## src/cit_defines.svh

```systemverilog
// Timing constants and opcode field values for the instruction timing decoder
`ifndef CIT_DEFINES_SVH
`define CIT_DEFINES_SVH

`define CIT_CLK_MHZ          20
`define CIT_MAX_CLK_MHZ      25
`define CIT_INSTR_COUNT      109
`define CIT_MAX_CLOCKS       4'h8
`define CIT_BRANCH_SAVE      4'h1
`define CIT_INDIR_CLOCKS     4'h2
`define CIT_XFER_CLOCKS      4'h3
`define CIT_MUL_CLOCKS       4'h4

`define CIT_OP_EXTERNAL_DATA_MOVE_LO       8'hE0
`define CIT_OP_CODE_MEMORY_READ_DATA_POINTER     8'h93
`define CIT_OP_CODE_MEMORY_READ_PC       8'h83
`define CIT_OP_LOAD_DP       8'h90
`define CIT_OP_MOV_DD        8'h85
`define CIT_OP_MOV_DI        8'h75
`define CIT_OP_XRL_DI        8'h63
`define CIT_OP_PUSH          8'hC0
`define CIT_OP_POP           8'hD0
`define CIT_OP_DIV           8'h84
`define CIT_OP_MUL           8'hA4

`endif

```

## src/cit_pkg.sv

```systemverilog
// Types shared by the instruction timing decoder
package cit_pkg;
	typedef enum logic [1:0] {
		CIT_IDLE  = 2'b00,
		CIT_FETCH = 2'b01,
		CIT_EXEC  = 2'b11,
		CIT_DONE  = 2'b10
	} cit_state_t;

	typedef enum logic [2:0] {
		CIT_CLS_ACC    = 3'h0,
		CIT_CLS_MOVE   = 3'h1,
		CIT_CLS_INDIR  = 3'h2,
		CIT_CLS_EXT    = 3'h3,
		CIT_CLS_BRANCH = 3'h4,
		CIT_CLS_BIT    = 3'h5,
		CIT_CLS_OTHER  = 3'h6
	} cit_class_t;
endpackage : cit_pkg

```

## src/cit_len_table.sv

```systemverilog
// Opcode to byte length, base clocks, taken-branch clocks and class
`include "cit_defines.svh"
module cit_len_table (
	// Opcode
	input  wire logic [7:0]        opcode,
	// Decoded timing
	output logic      [1:0]        bytes,
	output logic      [3:0]        clocks,
	output logic      [3:0]        taken_clocks,
	output logic                   is_branch,
	output cit_pkg::cit_class_t    op_class
);
	function automatic logic [1:0] len_of(input logic [7:0] op);
		logic [3:0] lo;
		logic [3:0] hi;
		lo = op[3:0];
		hi = op[7:4];
		len_of = 2'h1;
		if (op == `CIT_OP_LOAD_DP || op == `CIT_OP_MOV_DD || op == `CIT_OP_MOV_DI || op == `CIT_OP_XRL_DI)
			len_of = 2'h3;
		else if (lo[3:0] == 4'h1)
			len_of = 2'h2;
		else if (lo == 4'h2 && hi <= 4'h1)
			len_of = 2'h3;
		else if (lo == 4'h0 && (hi == 4'h1 || hi == 4'h2 || hi == 4'h3))
			len_of = 2'h3;
		else if (lo == 4'h0 && (hi == 4'h4 || hi == 4'h5 || hi == 4'h6 || hi == 4'h7 || hi == 4'h8))
			len_of = 2'h2;
		else if (lo == 4'h0 && (hi == 4'hC || hi == 4'hD))
			len_of = 2'h2;
		else if ((lo == 4'h2 || lo == 4'h3) && hi >= 4'h4 && hi <= 4'h6)
			len_of = (lo == 4'h3) ? 2'h3 : 2'h2;
		else if (lo == 4'h2 && (hi == 4'h7 || hi == 4'h8 || hi == 4'h9 || hi == 4'hA
			|| hi == 4'hB || hi == 4'hC || hi == 4'hD))
			len_of = 2'h2;
		else if (lo == 4'h0 && (hi == 4'h9 || hi == 4'hA || hi == 4'hB))
			len_of = 2'h2;
		// Divide sits among the immediate forms but carries no operand byte
		else if ((lo == 4'h4 || lo == 4'h5) && hi >= 4'h2 && hi <= 4'h9 && op != `CIT_OP_DIV)
			len_of = 2'h2;
		else if (lo == 4'h5 && (hi == 4'h0 || hi == 4'h1 || hi == 4'hC || hi == 4'hE || hi == 4'hF))
			len_of = 2'h2;
		else if (lo == 4'h5 && (hi == 4'hB || hi == 4'hD))
			len_of = 2'h3;
		else if (lo == 4'h4 && hi == 4'hB)
			len_of = 2'h3;
		else if ((lo == 4'h6 || lo == 4'h7) && (hi == 4'h7 || hi == 4'h8 || hi == 4'hA))
			len_of = 2'h2;
		else if ((lo == 4'h6 || lo == 4'h7) && hi == 4'hB)
			len_of = 2'h3;
		else if (lo >= 4'h8 && (hi == 4'h7 || hi == 4'h8 || hi == 4'hA || hi == 4'hD))
			len_of = 2'h2;
		else if (lo >= 4'h8 && hi == 4'hB)
			len_of = 2'h3;
		else if (lo >= 4'h6 && (hi == 4'h2 || hi == 4'h3 || hi == 4'h4 || hi == 4'h5 || hi == 4'h6 || hi == 4'h9))
			len_of = 2'h1;
	endfunction : len_of

	function automatic logic is_cond_branch(input logic [7:0] op);
		is_cond_branch = (op[3:0] == 4'h0 && op[7:4] >= 4'h1 && op[7:4] <= 4'h7 && op[7:4] != 4'h2 + 4'h0 - 4'h0
			&& 1'b1) || op == 8'h20 || (op[7:4] == 4'hB && op[3:0] >= 4'h4) || (op[7:4] == 4'hD
			&& (op[3:0] == 4'h5 || op[3:0] >= 4'h8));
	endfunction : is_cond_branch

	always_comb begin
		logic [7:0] op;
		op           = opcode;
		bytes        = len_of(op);
		clocks       = {2'h0, bytes};
		is_branch    = is_cond_branch(op);
		op_class     = cit_pkg::CIT_CLS_OTHER;
		if (op[7:4] >= 4'hC && op[3:0] == 4'h4 || op == 8'h03 || op == 8'h13 || op == 8'h23 || op == 8'h33)
			op_class = cit_pkg::CIT_CLS_ACC;
		if (op >= 8'hC3 && op <= 8'hD3 && op[3:0] == 4'h3 || op == 8'hB3 || op == 8'hC2 || op == 8'hD2 || op == 8'hB2)
			op_class = cit_pkg::CIT_CLS_BIT;
		if (op[3:0] == 4'h6 || op[3:0] == 4'h7) begin
			op_class = cit_pkg::CIT_CLS_INDIR;
			if (bytes == 2'h1)
				clocks = `CIT_INDIR_CLOCKS;
		end
		if (op[7:4] >= 4'hE && (op[3:0] == 4'h0 || op[3:0] == 4'h2 || op[3:0] == 4'h3)) begin
			op_class = cit_pkg::CIT_CLS_EXT;
			clocks   = `CIT_XFER_CLOCKS;
		end
		if (op == `CIT_OP_CODE_MEMORY_READ_DATA_POINTER || op == `CIT_OP_CODE_MEMORY_READ_PC) begin
			op_class = cit_pkg::CIT_CLS_EXT;
			clocks   = `CIT_XFER_CLOCKS;
		end
		if (op == `CIT_OP_PUSH || op == `CIT_OP_POP || op[3:0] >= 4'h8 && op[7:4] >= 4'hE)
			op_class = cit_pkg::CIT_CLS_MOVE;
		if (op == `CIT_OP_DIV)
			clocks = `CIT_MAX_CLOCKS;
		if (op == `CIT_OP_MUL)
			clocks = `CIT_MUL_CLOCKS;
		taken_clocks = clocks;
		if (is_branch) begin
			op_class     = cit_pkg::CIT_CLS_BRANCH;
			taken_clocks = clocks + `CIT_BRANCH_SAVE;
		end
	end
endmodule : cit_len_table

```

## src/cit_core_timing.sv

```systemverilog
// Instruction timing sequencer: counts each instruction's clocks
`include "cit_defines.svh"
module cit_core_timing (
	// Clock and reset
	input  wire logic                clock,
	input  wire logic                nrst,
	// Instruction issue
	input  wire logic                issue_valid,
	input  wire logic [7:0]          opcode,
	input  wire logic                branch_taken,
	output logic                     issue_ready,
	// Timing results
	output logic      [1:0]          instr_bytes,
	output logic      [3:0]          instr_clocks,
	output cit_pkg::cit_class_t      instr_class,
	output logic                     instr_done,
	output cit_pkg::cit_state_t      state
);
	logic                rst_meta;
	logic                rst_sync;
	logic [1:0]          dec_bytes;
	logic [3:0]          dec_clocks;
	logic [3:0]          dec_taken;
	logic                dec_branch;
	cit_pkg::cit_class_t dec_class;
	logic [3:0]          remain;
	logic [3:0]          next_remain;
	cit_pkg::cit_state_t next_state;
	logic [1:0]          next_bytes;
	logic [3:0]          next_clocks;
	cit_pkg::cit_class_t next_class;
	logic                next_done;

	// Reset released through two flops so all logic leaves reset on one edge
	always_ff @(posedge clock or negedge nrst) begin
		if (!nrst) begin
			rst_meta <= 1'b0;
			rst_sync <= 1'b0;
		end else begin
			rst_meta <= 1'b1;
			rst_sync <= rst_meta;
		end
	end

	cit_len_table u_table (
		.opcode       (opcode),
		.bytes        (dec_bytes),
		.clocks       (dec_clocks),
		.taken_clocks (dec_taken),
		.is_branch    (dec_branch),
		.op_class     (dec_class)
	);

	// New instruction accepted on the clock its predecessor ends: one per clock peak
	assign issue_ready = (remain <= 4'h1);

	always_comb begin
		next_remain = remain;
		next_state  = state;
		next_bytes  = instr_bytes;
		next_clocks = instr_clocks;
		next_class  = instr_class;
		next_done   = 1'b0;
		if (remain != 4'h0)
			next_remain = remain - 4'h1;
		if (remain == 4'h1) begin
			next_done  = 1'b1;
		end
		if (issue_valid && issue_ready) begin
			// Branch outcome must be valid with the opcode; it picks the clock count, not the byte length
			next_clocks = (dec_branch && branch_taken) ? dec_taken : dec_clocks;
			next_remain = next_clocks;
			next_bytes  = dec_bytes;
			next_class  = dec_class;
			next_state  = (next_clocks == 4'h1) ? cit_pkg::CIT_FETCH : cit_pkg::CIT_EXEC;
		end else begin
			case (state)
				cit_pkg::CIT_IDLE:  next_state = cit_pkg::CIT_IDLE;
				cit_pkg::CIT_FETCH: next_state = cit_pkg::CIT_DONE;
				cit_pkg::CIT_EXEC:  next_state = (remain == 4'h1) ? cit_pkg::CIT_DONE : cit_pkg::CIT_EXEC;
				cit_pkg::CIT_DONE:  next_state = cit_pkg::CIT_IDLE;
				default:            next_state = cit_pkg::CIT_IDLE;
			endcase
		end
	end

	always_ff @(posedge clock or negedge rst_sync) begin
		if (!rst_sync) begin
			remain       <= 4'h0;
			state        <= cit_pkg::CIT_IDLE;
			instr_bytes  <= 2'h0;
			instr_clocks <= 4'h0;
			instr_class  <= cit_pkg::CIT_CLS_OTHER;
			instr_done   <= 1'b0;
		end else begin
			remain       <= next_remain;
			state        <= next_state;
			instr_bytes  <= next_bytes;
			instr_clocks <= next_clocks;
			instr_class  <= next_class;
			instr_done   <= next_done;
		end
	end
endmodule : cit_core_timing

```

## config.mk

```make
export PLATFORM = sky130hd
export DESIGN_NAME = cit_core_timing
export DESIGN_NICKNAME = d
export VERILOG_FILES = /design/src/cit_pkg.sv /design/src/cit_len_table.sv /design/src/cit_core_timing.sv
export VERILOG_INCLUDE_DIRS = /design/src
export SDC_FILE = /design/constraint.sdc
export NUM_CORES = 1
export LEC_CHECK = 0
export ABC_CLOCK_PERIOD_IN_PS = 2000
export BUFFER_PORTS_ARGS = -buffer_cell sky130_fd_sc_hd__clkbuf_2
export CAP_MARGIN = 20
export CORE_ASPECT_RATIO = 1.1
export CORE_UTILIZATION = 50
export DETAILED_ROUTE_END_ITERATION = 12
export PLACE_DENSITY = 0.73
export SLEW_MARGIN = 20
export SYNTH_ARGS = -nofsm -noshare
export SYNTH_HDL_FRONTEND = slang
export SYNTH_SLANG_ARGS = --single-unit
```

## constraint.sdc

```tcl
create_clock -name clock -period 2 [get_ports clock]
set_clock_uncertainty 0.2 [all_clocks]
set_input_delay 0.1 -clock clock [delete_from_list [all_inputs] [get_ports clock]]
set_output_delay 0.1 -clock clock [all_outputs]
set_load 0.005 [all_outputs]
```

Word-level counts from Yosys, hierarchy flattened
Index checks and enable logic that the tools add are counted.
Widths: inputs -> output; s select.
{"block": "totals", "input_bits": 12, "ff_bits": 18, "out_inout_bits": 13, "word_cells": 194}
{"block": "classes", "n_reduce_logical": 81, "eq_ne": 49, "order_cmp": 14, "addsub": 2, "mux": 40}
{"operator": "$eq 8x8->1 const B", "n": 12}
{"operator": "$logic_or 1x1->1", "n": 45}
{"operator": "$mux 2", "n": 20}
{"operator": "$mux 4", "n": 9}
{"operator": "$eq 4x3->1 const B", "n": 8}
{"operator": "$eq 4x4->1 const B", "n": 8}
{"operator": "$logic_and 1x1->1", "n": 30}
{"operator": "$eq 8x6->1 const B", "n": 3}
{"operator": "$mux 3", "n": 7}
{"operator": "$eq 4x1->1 const B", "n": 4}
{"operator": "$eq 4x2->1 const B", "n": 4}
{"operator": "$eq 8x7->1 const B", "n": 2}
{"operator": "$ge 4x4->1 const B", "n": 3}
{"operator": "$eq 8x2->1 const B", "n": 1}
{"operator": "$eq 8x5->1 const B", "n": 1}
{"operator": "$ge 4x3->1 const B", "n": 2}
{"operator": "$ge 8x8->1 const B", "n": 1}
{"operator": "$le 4x1->1 const B", "n": 2}
{"operator": "$le 4x3->1 const B", "n": 2}
{"operator": "$le 8x8->1 const B", "n": 1}
{"operator": "$logic_not 4->1", "n": 2}
{"operator": "$ne 8x8->1 const B", "n": 1}
{"operator": "$pmux 2 s3", "n": 1}
{"operator": "$add 4x1->4 const B", "n": 1}
{"operator": "12 further kinds", "n": 16}

Longest topological paths before layout
{"block": "logic_depth", "depth_word": 34, "mapped_depth": 13, "mapped_depth_nobuf": 11}

By module
A second synthesis with hierarchy kept.
{"block": "unflattened", "hier_cells": 186, "hier_area_um2": 1462.7}
{"mod": "cit_core_timing", "area_per_inst_um2": 819.5, "seq_area_each_um2": 452.9, "cells_each": 82, "instances": 1}
{"mod": "cit_len_table", "area_per_inst_um2": 643.1, "seq_area_each_um2": 0.0, "cells_each": 104, "instances": 1}

Worst setup path before layout
OpenSTA, ideal clock, no wires.
{"block": "synth_timing", "path_kind": "in2reg", "from": "in opcode[0]", "to": "reg state[1]", "n_path_buf": 1, "arrival_time_ns": 2.443, "stages": 12, "t_required_ns": 1.674, "setup_time_ns": 0.126, "path_slack_ns": -0.769, "cell_sequence": "buf_2 and4bb_4 a32oi_1 mux2i_1 or3_4 o311ai_4 a21boi_0 ha_1 inv_1 a21oi_1 and2_1 o32a_1"}
{"block": "synth_between", "elab_chain_len": 32, "word_cells_on_any_way": 89, "classes_between": "add/sub (1); order compare (2); eq/ne (19); mux (28); reduce/logical (39)"}
{"item": "from (decl)", "line": "cit_core_timing.sv:9", "text": "input wire logic [7:0] opcode,"}
{"item": "$ge 4x4->1", "line": "cit_len_table.sv:51, cit_len_table.sv:53, cit_len_table.sv:62"}
{"item": "$logic_and 1x1->1", "line": "cit_len_table.sv:53", "text": "else if (lo >= 4'h8 && hi == 4'hB)"}
{"item": "$mux 2", "line": "cit_len_table.sv:53"}
{"item": "$mux 2", "line": "cit_len_table.sv:51", "text": "else if (lo >= 4'h8 && (hi == 4'h7 || hi == 4'h8 || hi == 4'hA || hi == 4'hD))"}
{"item": "$mux 2", "line": "cit_len_table.sv:49", "text": "else if ((lo == 4'h6 || lo == 4'h7) && hi == 4'hB)"}
{"item": "$mux 2", "line": "cit_len_table.sv:47", "text": "else if ((lo == 4'h6 || lo == 4'h7) && (hi == 4'h7 || hi == 4'h8 || hi == 4'hA))"}
{"item": "$mux 2", "line": "cit_len_table.sv:45", "text": "else if (lo == 4'h4 && hi == 4'hB)"}
{"item": "$mux 2", "line": "cit_len_table.sv:43", "text": "else if (lo == 4'h5 && (hi == 4'hB || hi == 4'hD))"}
{"item": "(+17 left out)"}
{"item": "$mux 4", "line": "cit_len_table.sv:93", "text": "if (op == `CIT_OP_MUL)"}
{"item": "$add 4x1->4 (no line)"}
{"item": "$mux 4", "line": "cit_len_table.sv:96", "text": "if (is_branch) begin"}
{"item": "$mux 4 (*)", "line": "cit_core_timing.sv:71", "text": "next_clocks = (dec_branch && branch_taken) ? dec_taken : dec_clocks;"}
{"item": "$eq 4x1->1 (*)", "line": "cit_core_timing.sv:75", "text": "next_state = (next_clocks == 4'h1) ? cit_pkg::CIT_FETCH : cit_pkg::CIT_EXEC;"}
{"item": "$mux 2 (*)", "line": "cit_core_timing.sv:75"}
{"item": "$mux 2 (*)", "line": "cit_core_timing.sv:69", "text": "if (issue_valid && issue_ready) begin"}
{"item": "named net next_state[1]", "line": "cit_core_timing.sv:28", "text": "cit_pkg::cit_state_t next_state;"}
{"item": "to (signal assigned)", "line": "cit_core_timing.sv:90", "text": "state <= cit_pkg::CIT_IDLE;"}
{"item": "to (signal assigned)", "line": "cit_core_timing.sv:97", "text": "state <= next_state;"}
{"item": "to (decl)", "line": "cit_core_timing.sv:17", "text": "output cit_pkg::cit_state_t state"}
Mark *: on every way through the listed nets, which the timed path passes. The rest lies on a longest branch.
A chain may end at the register's enable or synchronous reset.

Worst setup path after layout
{"block": "layout_timing", "from": "in opcode[3]", "to": "reg state[1]"}
Same word-level chain as after synthesis.

==> impl_metrics.py <==
metrics = {
    "layout": {
        "diodes": 0,
        "drive_gt1_share_pct": 47.22,
        "nNetsFinal": 268,
        "fin_area_um2": 2175,
        "syn2layout_area_growth_pct": 54.22,
    },
    "clock_tree": {
        "clockRootBuffer": "clkbuf_4",
        "cts_tree": "done",
        "cts_num_sinks": 18,
        "worstSkewPairLatency_ps": 310,
        "cts-buffers-inserted": 3,
        "cts_buffer_depth": 2,
        "cts_max_level": 1,
        "path_clk_slew_ps": 110,
    },
    "critical_path": {
        "critical_path_arrival_ps": 2660,
        "worstPathRequired_ps": 2000,
        "crit_chain": "buf_8 -> or4_4 -> or3_4 -> a22oi_2 -> or3_4 -> o311ai_4 -> a21boi_2 -> ha_1 -> inv_1 -> a21oi_2 -> and2_1 -> o32a_1",
        "cp_slowest_stage_delay_ps": 550,
        "rr_startpoint": "remain[1]$_DFFE_PN0P_",
        "r2r_cells": 7,
        "startpoint_type": "input port",
        "r2r_slack_ps": -150,
        "critPathLaunch": "opcode[3]",
        "crit_path_end_kind": "flip-flop",
        "crit_top_cell": "or3_4",
        "crit-reg2reg-capture": "state[1]$_DFF_PN0_",
        "crit_slowest_cell": "or4_4",
        "crit_fanout": 3,
        "criticalPathCategory": "input port to flip-flop",
    },
    "synthesis": {
        "yosys-top-cells-count": "nand2_1 (18), dfrtp_1 (16), nor2_1 (14), o21ai_0 (11), inv_1 (9)",
        "ys_seq_area_share_pct": 32.12,
        "synth_seq_cells": 18,
        "async_flop_share_pct": 100.0,
        "synth_top_area_share_pct": 28.39,
        "synth_area_um2": 1410,
        "ys.flop_type": "dfrtp_1",
        "synth_most_common_cell": "nand2_1",
        "yosysWarnings": 0,
        "ys_types": 56,
        "syn_nets": 187,
        "synth_top_cell_by_area": "dfrtp_1",
        "synth_edf_count": 0,
        "synth_area_leaders": "dfrtp_1 (28%), nand2_1 (4.8%), o21ai_0 (3.9%), dfstp_2 (3.7%), nor2_1 (3.7%)",
        "synthCells": 172,
        "syn_area_per_cell_um2": 8.198,
    },
    "die": {
        "core_um2": 2591,
        "row_count": 19,
        "dieArea_um2": 3037,
        "die_width_um": 52.64,
        "start_util_pct": 54.42,
        "die-height_um": 57.70,
        "io_pins": 25,
    },
    "sta": {
        "fin_crit_ps": 2658,
        "worst_pin_slew_ps": 653.4,
        "tns_ps": -2420,
        "relSlewSlack_pct": 56.44,
        "whs_ps": 57.64,
        "rsz0062_at_grt": "true",
        "worst_slack_ps": -657.9,
        "finalCritPeriodShare_pct": 132.9,
        "drv_slew": 0,
        "setup_viol_count_final": 7,
        "hold_viol_final": 0,
        "max_freq_mhz": 376.2,
    },
    "power": {
        "p_per_area_nw_per_um2": 875.1,
        "p_sw_share_pct": 39.33,
        "peakVddDrop_mv": 1.035,
        "p_sw_mw": 0.7485,
        "p_comb_share_pct": 56.5,
        "p_int_mw": 1.154,
        "seqPwrFrac_pct": 33.3,
        "p_leak_nw": 1.020,
        "p_clk_share_pct": 10.2,
    },
    "route": {
        "final_antenna_net_count": 0,
        "first_pass_iters": 4,
        "routed-via-count": 1754,
        "drc": 0,
        "avgViaCountPerCell": 6.198,
        "wl_um": 4769,
        "avgRoutedWirePerCell_um": 16.85,
        "first_iter_violations": 76,
    },
    "grt": {
        "antenna_found_initial": 0,
        "grt_pass1_wl_um": 7327,
        "grt_max_degree": 17,
        "grtUsageTotal_pct": 32.10,
        "grt_remaining_overflow": 0,
        "grt_pass1_vias": 1644,
    },
    "worst_hold_path": {
        "hold_path.class": "flip-flop to async pin",
    },
    "place": {
        "io_buffers": 24,
        "dpl_cell_area_um2": 1932,
        "hpwlAfterDp_um": 3147,
        "gp_congestion": 0.8828,
    },
    "job": {
        "cap_violations": 0,
    },
    "run_status": {
        "run_status": "complete, but fails checks",
        "violations": "setup timing",
    },
}
-- worst max path at each step --
stage | end | depth (start not counted) | slack [ps]
6_report | state[1]$_DFF_PN0_ | 12 | -660
5_1_grt | state[1]$_DFF_PN0_ | 12 | -700
4_1_cts | state[1]$_DFF_PN0_ | 10 | -520
3_5_place_dp | state[1]$_DFF_PN0_ | 12 | -870
3_3_place_gp | state[1]$_DFF_PN0_ | 12 | -800
2_1_floorplan | state[1]$_DFF_PN0_ | 11 | -650
-- worst max-delay path: cells and delay by family --
| family | cells | cell delay [ps] |
|---|---|---|
| buffers and inverters | 2 | 190 |
| AOI/OAI and AO/OA | 5 | 850 |
| and+or+nand+nor | 4 | 1220 |
| adders and majority gates | 1 | 300 |
-- per-stage QoR --
step / worst slack [ps] / util, % / total power, mW / std cells
floorplan: -653.4 / - / 1.064 / 172
global placement: -802.0 / 74.55 / 1.441 / 270
detailed placement: -866.5 / 74.55 / 1.478 / 270
CTS: -515.8 / 80.73 / 1.749 / 281
global route: -702.2 / 83.92 / 2.013 / 283
finish: -657.9 / 83.92 / 1.903 / 283
-- repair_timing --
item / CTS / global route
endpoints found under the setup margin: 11 / 13
pin swaps: 7 / 3
hold buffers: 3 / 0
buffers inserted: 6 / 3
hold endpoints to repair: 3 / 0
resized for setup: 15 / 19
-- kinds of logic (layout without fill, tap and decap cells) --
| logic type | count (synthesis) | after routing | share of synthesized area [%] |
|---|---|---|---|
| compound gates | 48 | 48 | 25.29 |
| other cells | 1 | 1 | 0.2659 |
| fa+ha+maj | 3 | 3 | 2.662 |
| mux | 1 | 1 | 0.7099 |
| buf+inv | 20 | 100 | 6.300 |
| simple gates | 81 | 81 | 32.65 |
| flops | 18 | 18 | 32.12 |
-- cells in the final DEF (no fill, tap or decap), types with 3 or more instances in the layout --
cell            n
a21oi_1         5
a31oi_1         3
buf_4          57
buf_6           3
clkbuf_2       22
clkbuf_4        3
dfrtp_1        16
dlygate4sd3_1   3
inv_1           9
nand2_1        15
nand2b_1        6
nand3_1         6
nand4b_1        4
nor2_1         14
nor2b_1         3
nor3_1          3
o21ai_0         8
o21ai_1         4
or3_1           3
-- layer usage --
metal | up-vias | global-route usage, % | routed length (µm)
met2 | 82 | 52.62 | 2356
met5 | - | 0 | 0
met3 | 18 | 6.299 | 278
met4 | 0 | 9.023 | 118
met1 | 859 | 42.57 | 2015
li1 | 795 | - | -
-- power groups by stage --
stage	clock, mW	combinational (mW)	sequential, mW
2_1_floorplan	0	0.448	0.616
3_3_place_gp	0	0.827	0.613
3_5_place_dp	0	0.854	0.624
4_1_cts	0.189	0.938	0.621
5_1_grt	0.206	1.15	0.655
6_report	0.194	1.08	0.634
-- flip-flops by register name, summed over array words and instances, names as in the netlist --
| register | cells |
|---|---|
| state | 2 |
| remain | 4 |
| rst_sync | 1 |
| instr_done | 1 |
| instr_bytes | 2 |
| rst_meta | 1 |
| instr_class | 3 |
| instr_clocks | 4 |
-- layout make-up --
| cell class | instances | area (µm²) |
|---|---|---|
| fillers | 164 | 416.7 |
| inverters | 9 | 33.78 |
| flip-flops and latches | 18 | 452.9 |
| clock buffers | 4 | 26.28 |
| well taps | 31 | 38.79 |
| repair buffers | 87 | 631.9 |
| multi-input cells | 134 | 991.0 |
Power figures use the tool's default switching activity.
